[src/sbpb_pkg.sv]
// Constants and carrier types of the basic servo parameter bank
package sbpb_pkg;
  localparam int          SBPB_NPARAM  = 9;
  // Parameter numbers inside the basic group
  localparam logic [6:0]  PN_REGEN     = 7'h02;
  localparam logic [6:0]  PN_ABSPOS    = 7'h03;
  localparam logic [6:0]  PN_FUNC_A1   = 7'h04;
  localparam logic [6:0]  PN_TUNE_MODE = 7'h08;
  localparam logic [6:0]  PN_TUNE_RESP = 7'h09;
  localparam logic [6:0]  PN_POS_WIN   = 7'h0A;
  localparam logic [6:0]  PN_ROT_SENSE = 7'h0E;
  localparam logic [6:0]  PN_QUAD_CNT  = 7'h0F;
  localparam logic [6:0]  PN_WPROT     = 7'h13;
  // Storage slots
  localparam logic [3:0]  IX_REGEN     = 4'h0;
  localparam logic [3:0]  IX_ABSPOS    = 4'h1;
  localparam logic [3:0]  IX_FUNC_A1   = 4'h2;
  localparam logic [3:0]  IX_TUNE_MODE = 4'h3;
  localparam logic [3:0]  IX_TUNE_RESP = 4'h4;
  localparam logic [3:0]  IX_POS_WIN   = 4'h5;
  localparam logic [3:0]  IX_ROT_SENSE = 4'h6;
  localparam logic [3:0]  IX_QUAD_CNT  = 4'h7;
  localparam logic [3:0]  IX_WPROT     = 4'h8;
  localparam logic [3:0]  IX_NONE      = 4'hF;
  // Values after reset
  localparam logic [15:0] RST_REGEN     = 16'h0000;
  localparam logic [15:0] RST_ABSPOS    = 16'h0000;
  localparam logic [15:0] RST_FUNC_A1   = 16'h0000;
  localparam logic [15:0] RST_TUNE_MODE = 16'h0001;
  localparam logic [15:0] RST_TUNE_RESP = 16'h000C;
  localparam logic [15:0] RST_POS_WIN   = 16'h0064;
  localparam logic [15:0] RST_ROT_SENSE = 16'h0000;
  localparam logic [15:0] RST_QUAD_CNT  = 16'h0FA0;
  localparam logic [15:0] RST_WPROT     = 16'h000B;
  // Write-inhibit settings
  localparam logic [15:0] WP_STD       = 16'h000B;
  localparam logic [15:0] WP_ALL       = 16'h000C;
  localparam logic [15:0] WP_RD_ALL    = 16'h100C;
  localparam logic [15:0] WP_SELF_ONLY = 16'h100B;
  // Response range and error code
  localparam logic [15:0] RESP_MIN     = 16'h0001;
  localparam logic [15:0] RESP_MAX     = 16'h0020;
  localparam logic [7:0]  ERR_REGEN    = 8'h25;
  // Halt selector field position and off value
  localparam int          HALT_SEL_LSB = 8;
  localparam logic [3:0]  HALT_SEL_OFF = 4'h1;

  typedef enum logic [1:0] {GRP_BASIC, GRP_GAIN, GRP_EXT, GRP_IO} sbpb_grp_t;

  typedef struct packed {
    logic        valid;
    logic        write;
    logic        from_ctrl;
    sbpb_grp_t   group;
    logic [6:0]  num;
    logic [15:0] data;
  } sbpb_req_t;

  typedef struct packed {
    logic        done;
    logic        granted;
    logic [15:0] rdata;
  } sbpb_rsp_t;

  typedef struct packed {
    logic [15:0] regen;
    logic [15:0] func_a1;
    logic [15:0] tune_mode;
    logic [15:0] tune_resp;
    logic [15:0] pos_win;
    logic        rot_sense;
    logic [15:0] quad_cnt;
    logic [15:0] wprot;
  } sbpb_eff_t;
endpackage : sbpb_pkg

[src/sbpb_bank.sv]
// Basic servo parameter bank with write inhibit and staged activation
`timescale 1ns/100ps
module sbpb_bank
#(
  parameter logic [7:0] REGEN_MAX = 8'h0F
)
(
  input  wire logic              clk,
  input  wire logic              sys_rst,
  input  wire logic              nv_init,
  input  wire logic              ctrl_reset,
  input  wire logic              position_mode,
  input  wire logic              emergency_halt_input,
  input  wire sbpb_pkg::sbpb_req_t req,
  output      sbpb_pkg::sbpb_rsp_t rsp,
  output      sbpb_pkg::sbpb_eff_t eff,
  output      logic              absolute_mode,
  output      logic              halt_released,
  output      logic              param_error,
  output      logic [7:0]        error_code
);
  import sbpb_pkg::*;

  logic [15:0] stg [SBPB_NPARAM];
  logic [15:0] act [SBPB_NPARAM];
  logic        boot_load;
  logic        halt_s1;
  logic        halt_s2;
  logic [3:0]  ix;
  logic        rd_ok;
  logic        wr_ok;
  logic        val_ok;

  function automatic logic [3:0] slot_of(input logic [6:0] n);
    unique case (n)
      PN_REGEN:     slot_of = IX_REGEN;
      PN_ABSPOS:    slot_of = IX_ABSPOS;
      PN_FUNC_A1:   slot_of = IX_FUNC_A1;
      PN_TUNE_MODE: slot_of = IX_TUNE_MODE;
      PN_TUNE_RESP: slot_of = IX_TUNE_RESP;
      PN_POS_WIN:   slot_of = IX_POS_WIN;
      PN_ROT_SENSE: slot_of = IX_ROT_SENSE;
      PN_QUAD_CNT:  slot_of = IX_QUAD_CNT;
      PN_WPROT:     slot_of = IX_WPROT;
      default:      slot_of = IX_NONE;
    endcase
  endfunction : slot_of

  function automatic logic [15:0] dflt(input int i);
    logic [15:0] d [SBPB_NPARAM];
    d = '{RST_REGEN, RST_ABSPOS, RST_FUNC_A1, RST_TUNE_MODE, RST_TUNE_RESP,
          RST_POS_WIN, RST_ROT_SENSE, RST_QUAD_CNT, RST_WPROT};
    dflt = d[i];
  endfunction : dflt

  // Access gate from the active inhibit word
  always_comb
  begin
    ix    = slot_of(req.num);
    rd_ok = 1'b0;
    wr_ok = 1'b0;
    unique case (act[IX_WPROT])
      WP_STD:
      begin
        rd_ok = (req.group != GRP_IO);
        wr_ok = (req.group != GRP_IO);
      end
      WP_ALL:
      begin
        rd_ok = 1'b1;
        wr_ok = 1'b1;
      end
      WP_RD_ALL:
      begin
        rd_ok = 1'b1;
        wr_ok = (req.group == GRP_BASIC) && (ix == IX_WPROT);
      end
      default:
      begin
        // Unknown settings still let the inhibit word itself be rewritten
        wr_ok = (req.group == GRP_BASIC) && (ix == IX_WPROT);
      end
    endcase
    if (req.from_ctrl)
    begin
      rd_ok = 1'b1;
      wr_ok = 1'b1;
    end
    // Range applies to the basic-group response only, not same-numbered peers
    val_ok = !(ix == IX_TUNE_RESP && req.group == GRP_BASIC &&
               (req.data < RESP_MIN || req.data > RESP_MAX));
  end

  // Staged (nonvolatile) copy; survives sys_rst like parameter memory
  always_ff @(posedge clk)
  begin
    if (nv_init)
    begin
      for (int i = 0; i < SBPB_NPARAM; i++)
        stg[i] <= dflt(i);
    end
    else if (req.valid && req.write && wr_ok && val_ok &&
             req.group == GRP_BASIC && ix != IX_NONE)
    begin
      stg[ix] <= req.data;
    end
  end

  // Active copy: double-star loads only on the boot pass
  always_ff @(posedge clk or posedge sys_rst)
  begin
    if (sys_rst)
    begin
      boot_load <= 1'b1;
      for (int i = 0; i < SBPB_NPARAM; i++)
        act[i] <= dflt(i);
    end
    else
    begin
      boot_load <= 1'b0;
      if (boot_load)
      begin
        for (int i = 0; i < SBPB_NPARAM; i++)
          act[i] <= stg[i];
      end
      else if (ctrl_reset)
      begin
        for (int i = 1; i < SBPB_NPARAM; i++)
          act[i] <= stg[i];
      end
    end
  end

  // Response; blocked access answers with granted low and zero data
  always_ff @(posedge clk or posedge sys_rst)
  begin
    if (sys_rst)
      rsp <= '0;
    else
    begin
      rsp.done    <= req.valid;
      rsp.granted <= req.valid && (req.write ? (wr_ok && val_ok) : rd_ok);
      rsp.rdata   <= (req.valid && !req.write && rd_ok &&
                      req.group == GRP_BASIC && ix != IX_NONE) ?
                     stg[ix] : 16'h0000;
    end
  end

  // Pin synchroniser
  always_ff @(posedge clk or posedge sys_rst)
  begin
    if (sys_rst)
    begin
      halt_s1 <= 1'b0;
      halt_s2 <= 1'b0;
    end
    else
    begin
      halt_s1 <= emergency_halt_input;
      halt_s2 <= halt_s1;
    end
  end

  // Derived outputs
  always_ff @(posedge clk or posedge sys_rst)
  begin
    if (sys_rst)
    begin
      eff           <= '0;
      absolute_mode <= 1'b0;
      halt_released <= 1'b0;
      param_error   <= 1'b0;
      error_code    <= 8'h00;
    end
    else
    begin
      eff.regen     <= act[IX_REGEN];
      eff.func_a1   <= act[IX_FUNC_A1];
      eff.tune_mode <= act[IX_TUNE_MODE];
      eff.tune_resp <= act[IX_TUNE_RESP];
      eff.pos_win   <= act[IX_POS_WIN];
      eff.rot_sense <= act[IX_ROT_SENSE][0];
      eff.quad_cnt  <= act[IX_QUAD_CNT];
      eff.wprot     <= act[IX_WPROT];
      absolute_mode <= act[IX_ABSPOS][0] && position_mode;
      halt_released <= (act[IX_FUNC_A1][HALT_SEL_LSB +: 4] == HALT_SEL_OFF)
                       || halt_s2;
      param_error   <= act[IX_REGEN][7:0] > REGEN_MAX;
      error_code    <= (act[IX_REGEN][7:0] > REGEN_MAX) ? ERR_REGEN : 8'h00;
    end
  end

  // Checks
  property p_blocked_io;
    @(posedge clk) disable iff (sys_rst)
      req.valid && !req.from_ctrl && req.group == GRP_IO &&
      act[IX_WPROT] == WP_STD |=> rsp.done && !rsp.granted;
  endproperty
  a_blocked_io: assert property (p_blocked_io)
    else $error("I/O group reachable under standard inhibit");

  property p_all_open;
    @(posedge clk) disable iff (sys_rst)
      req.valid && act[IX_WPROT] == WP_ALL && !req.write |=> rsp.granted;
  endproperty
  a_all_open: assert property (p_all_open)
    else $error("Read refused under open inhibit");

  property p_self_only;
    @(posedge clk) disable iff (sys_rst)
      req.valid && req.write && !req.from_ctrl &&
      act[IX_WPROT] == WP_RD_ALL && ix != IX_WPROT |=> !rsp.granted;
  endproperty
  a_self_only: assert property (p_self_only)
    else $error("Write accepted under read-only inhibit");

  property p_ctrl_bypass;
    @(posedge clk) disable iff (sys_rst)
      req.valid && req.from_ctrl && !req.write |=> rsp.granted;
  endproperty
  a_ctrl_bypass: assert property (p_ctrl_bypass)
    else $error("Controller access refused");

  property p_regen_held;
    @(posedge clk) disable iff (sys_rst)
      !boot_load |=> act[IX_REGEN] == $past(act[IX_REGEN]);
  endproperty
  a_regen_held: assert property (p_regen_held)
    else $error("Regeneration selection changed without power cycle");

  property p_star_held;
    @(posedge clk) disable iff (sys_rst)
      !boot_load && !ctrl_reset |=> $stable(act[IX_ABSPOS]);
  endproperty
  a_star_held: assert property (p_star_held)
    else $error("Single-star parameter changed without reset");

  property p_err37;
    @(posedge clk) disable iff (sys_rst)
      act[IX_REGEN][7:0] > REGEN_MAX |=> param_error && error_code == 8'h25;
  endproperty
  a_err37: assert property (p_err37)
    else $error("Invalid regeneration selection not flagged");

  property p_abs_speed;
    @(posedge clk) disable iff (sys_rst)
      !position_mode |=> !absolute_mode;
  endproperty
  a_abs_speed: assert property (p_abs_speed)
    else $error("Absolute mode active outside position control");

  property p_halt_forced;
    @(posedge clk) disable iff (sys_rst)
      act[IX_FUNC_A1][11:8] == 4'h1 |=> halt_released;
  endproperty
  a_halt_forced: assert property (p_halt_forced)
    else $error("Halt input not forced on");

  property p_resp_range;
    @(posedge clk) disable iff (sys_rst)
      req.valid && req.write && ix == IX_TUNE_RESP &&
      req.group == GRP_BASIC &&
      (req.data == 16'h0000 || req.data > 16'h0020) |=> !rsp.granted;
  endproperty
  a_resp_range: assert property (p_resp_range)
    else $error("Out-of-range tuning response accepted");

  property p_blocked_keep;
    @(posedge clk) disable iff (sys_rst)
      req.valid && req.write && !wr_ok && !nv_init && ix != IX_NONE
      |=> stg[$past(ix)] == $past(stg[ix]);
  endproperty
  a_blocked_keep: assert property (p_blocked_keep)
    else $error("Blocked write changed a parameter");
endmodule : sbpb_bank

[config.mk]
export PLATFORM = sky130hd
export DESIGN_NAME = sbpb_bank
export DESIGN_NICKNAME = d
export VERILOG_FILES = /design/src/sbpb_pkg.sv /design/src/sbpb_bank.sv
export SDC_FILE = /design/constraint.sdc
export NUM_CORES = 1
export LEC_CHECK = 0
export CAP_MARGIN = 20
export CORE_MARGIN = 3
export CORE_UTILIZATION = 35
export DETAILED_ROUTE_END_ITERATION = 10
export DONT_BUFFER_PORTS = 1
export PLACE_DENSITY = 0.52
export SLEW_MARGIN = 5
export SYNTH_ARGS = -nofsm -noshare
export SYNTH_HDL_FRONTEND = slang
export SYNTH_SLANG_ARGS = --single-unit
[constraint.sdc]
create_clock -name clk -period 7.9 [get_ports clk]
set_input_delay 0.395 -clock clk [delete_from_list [all_inputs] [get_ports clk]]
set_output_delay 0.395 -clock clk [all_outputs]
set_load 0.01 [all_outputs]
==> results.toml <==
[clock_network]
clock_latency_ns = 0.61
clk_pin_slew_worst_paths_ns = 0.06
htreeDepth = 2
cts_tree = "built"
cts_root_buffer = "clkbuf_16"
clockBufferDepth = 3
clock-sinks = 502
cts_buffers = 55

[yosys]
yosys_warnings = 0
synthCells = 1333
synth_area_leaders = "edfxtp_1 (38%), dfrtp_1 (30%), mux2_2 (6.4%), nor4_1 (3.9%), dfstp_2 (2.1%)"
yosysUniqueCellTypes = 73
ys_ff_latch = 502
ys.flop_type = "edfxtp_1"
syn_area_per_cell_um2 = 14.7
synth_top_area_frac = 0.385
ys_top_cells_by_count = "edfxtp_1 (251), dfrtp_1 (235), nor4_1 (122)"
async_flop_share = 0.500
yosysTopAreaCell = "edfxtp_1"
yosysMostFrequentCell = "edfxtp_1"
ys_seq_area_frac = 0.706
syn_area_mm2 = 0.0196
synth_edf_count = 251

[critical_path]
cp.arrival_ns = 4.16
path_max_fanout = 73
crit_type = "in -> reg"
worst_ep_required_time_ns = 8.27
startpoint_type = "primary input"
cp-end-kind = "flop"

[power]
p_seq_frac = 0.511
combPwrFrac = 0.063
powerDensity_mw_per_mm2 = 263
netSwitchingFraction = 0.238
p_sw_mw = 1.41
power_frac_clock = 0.426
irDropWorstVdd_mv = 0.162
p_leak_nw = 8.20
intPower_mw = 4.52

[cells_and_area]
drive_above_1_share = 0.206
areaGrowthSynthToFinish_pct = 15.1
fill_cells = 5103
seq_area_mm2 = 0.0138
multiInputGateArea_mm2 = 0.00524
final_nets = 1406
final_cell_area_mm2 = 0.0225

[routing]
dr.pass1.iters = 9
wirelength_um = 60000
postRouteAntennaNets = 0
drc = 0
vias = 12000
vias_per_cell = 5.56
first_iter_violations = 1549
wl_per_cell_um = 27.8

[floorplan]
num_rows = 86
die_h_um = 243
num_io_pins = 176
start_util = 0.355
die_x_um = 243
dieArea_mm2 = 0.0589
core_mm2 = 0.0552

[sta]
rsz0062_at_grt = "no"
hold_violations = 0
finClkSkew_ns = 0.0135
slew_violations = 0
fmax_ghz = 0.263
finalCriticalPeriod_ns = 3.80
worst-slew-pin-transition_ns = 1.12
fin_tns_setup_ns = 0
setup_violations = 0
slew_headroom = 0.241
layout_worst_path_cycle_share = 0.481

[global_route]
grt_pass1_vias = 11800
overflow = 0
grt_use_total = 0.200
antenna_found_initial = 2
grt_max_degree = 133
grt_pass1_wl_um = 86000

[run_status]
status = "completed"

[placed_design]
portBuffers = 0
place.gp.congestion = 0.895
dpl-instance-area_mm2 = 0.0205
dp_hpwl_um = 39000

[hold_path]
hp-class = "in -> reg"

[flow_run]
max_cap_violations = 0
==> per-layer routing <==
metal  GRT usage  vias up  routed length (um)
met5           0        -                   0
met4      0.0666        0                1950
met3      0.0497       91                5390
met2       0.313      586               27600
met1       0.273     6196               25000
li1            -     5155                   -
==> power by group through the flow <==
stage	sequential, mW	combinational [mW]	clock, mW
after floorplan	3.03	0.246	0
after global placement	3.09	0.339	0
after detailed placement	3.09	0.344	0
after CTS	3.04	0.368	2.59
after global routing	3.05	0.397	2.70
final	3.03	0.373	2.53
==> critical path, cell delays in order <==
cell	delay [ns]
inv_1	0.05
ha_1	0.25
mux2_2	0.33
o22a_1	0.22
buf_4	0.30
a21oi_1	0.49
a21o_4	0.62
buf_4	0.76
o31ai_2	0.35
buf_4	0.27
==> path summary, 6_finish.rpt <==
path,start,end,slack [ns],depth (start not counted)
min in group asynchronous,sys_rst,act[82],0.43,2
min,req[25],rsp[16],0.02,2
max,req[16],stg[1][15],4.10,10
max reg2reg,act[6],stg[1][15],4.46,7
min reg2reg,halt_s1,halt_s2,0.35,0
max in group asynchronous,sys_rst,eff[2],6.12,3
==> what timing repair did <==
action	4_1_cts	5_1_grt
resized for setup	0	0
hold buffers	23	1
buffers inserted	0	0
hold endpoints to repair	227	1
==> area by class of cell <==
| cell class | count | share of cell area |
|---|---|---|
| clock buffer | 86 | 0.0726 |
| timing repair buffer | 60 | 0.0243 |
| tap | 748 | 0.0415 |
| clock inverter | 17 | 0.00710 |
| antenna | 1 | 0.000111 |
| multi-input combinational | 700 | 0.232 |
| sequential | 502 | 0.614 |
| inverter | 48 | 0.00833 |
==> flip-flops by register name (all words and copies together), names as in the netlist <==
| signal | cells |
|---|---|
| halt_released | 1 |
| boot_load | 1 |
| eff | 113 |
| halt_s2 | 1 |
| stg | 251 |
| rsp | 18 |
| error_code | 1 |
| absolute_mode | 1 |
| halt_s1 | 1 |
| act | 114 |
==> through the flow <==
step | hold slack, ns | instances | utilization | worst slack [ns] | power, mW
4_1_cts | 0.00152 | 2158 | 0.408 | 4.25 | 6.00
3_5_place_dp | 0.338 | 2032 | 0.371 | 3.60 | 3.43
3_3_place_gp | 0.333 | 2029 | 0.370 | 3.62 | 3.43
2_1_floorplan | 0.331 | 1359 | - | 0.631 | 3.28
6_report | 0.0213 | 2162 | 0.408 | 4.10 | 5.94
5_1_grt | 0.0119 | 2161 | 0.408 | 3.97 | 6.15
==> cells by family after synthesis <==
group           synth area share
compound gates            0.0737
xor+xnor                0.000894
fa+ha+maj                0.00319
buf+inv                   0.0381
flops                      0.706
mux                       0.0853
other cells             0.000191
simple gates              0.0925
==> cells in the final DEF, fill, tap and decap left out, drive strengths merged, types with 24 or more instances in the layout <==
cell type,count
dfrtp,235
inv,51
o22ai,26
a222oi,25
mux2,112
nand3,30
nand2,77
o21ai,35
clkbuf,87
edfxtp,251
nor2,40
conb,27
buf,35
mux2i,41
dlygate4sd3,24
nor4,130
(Power assumes the default switching activity.)
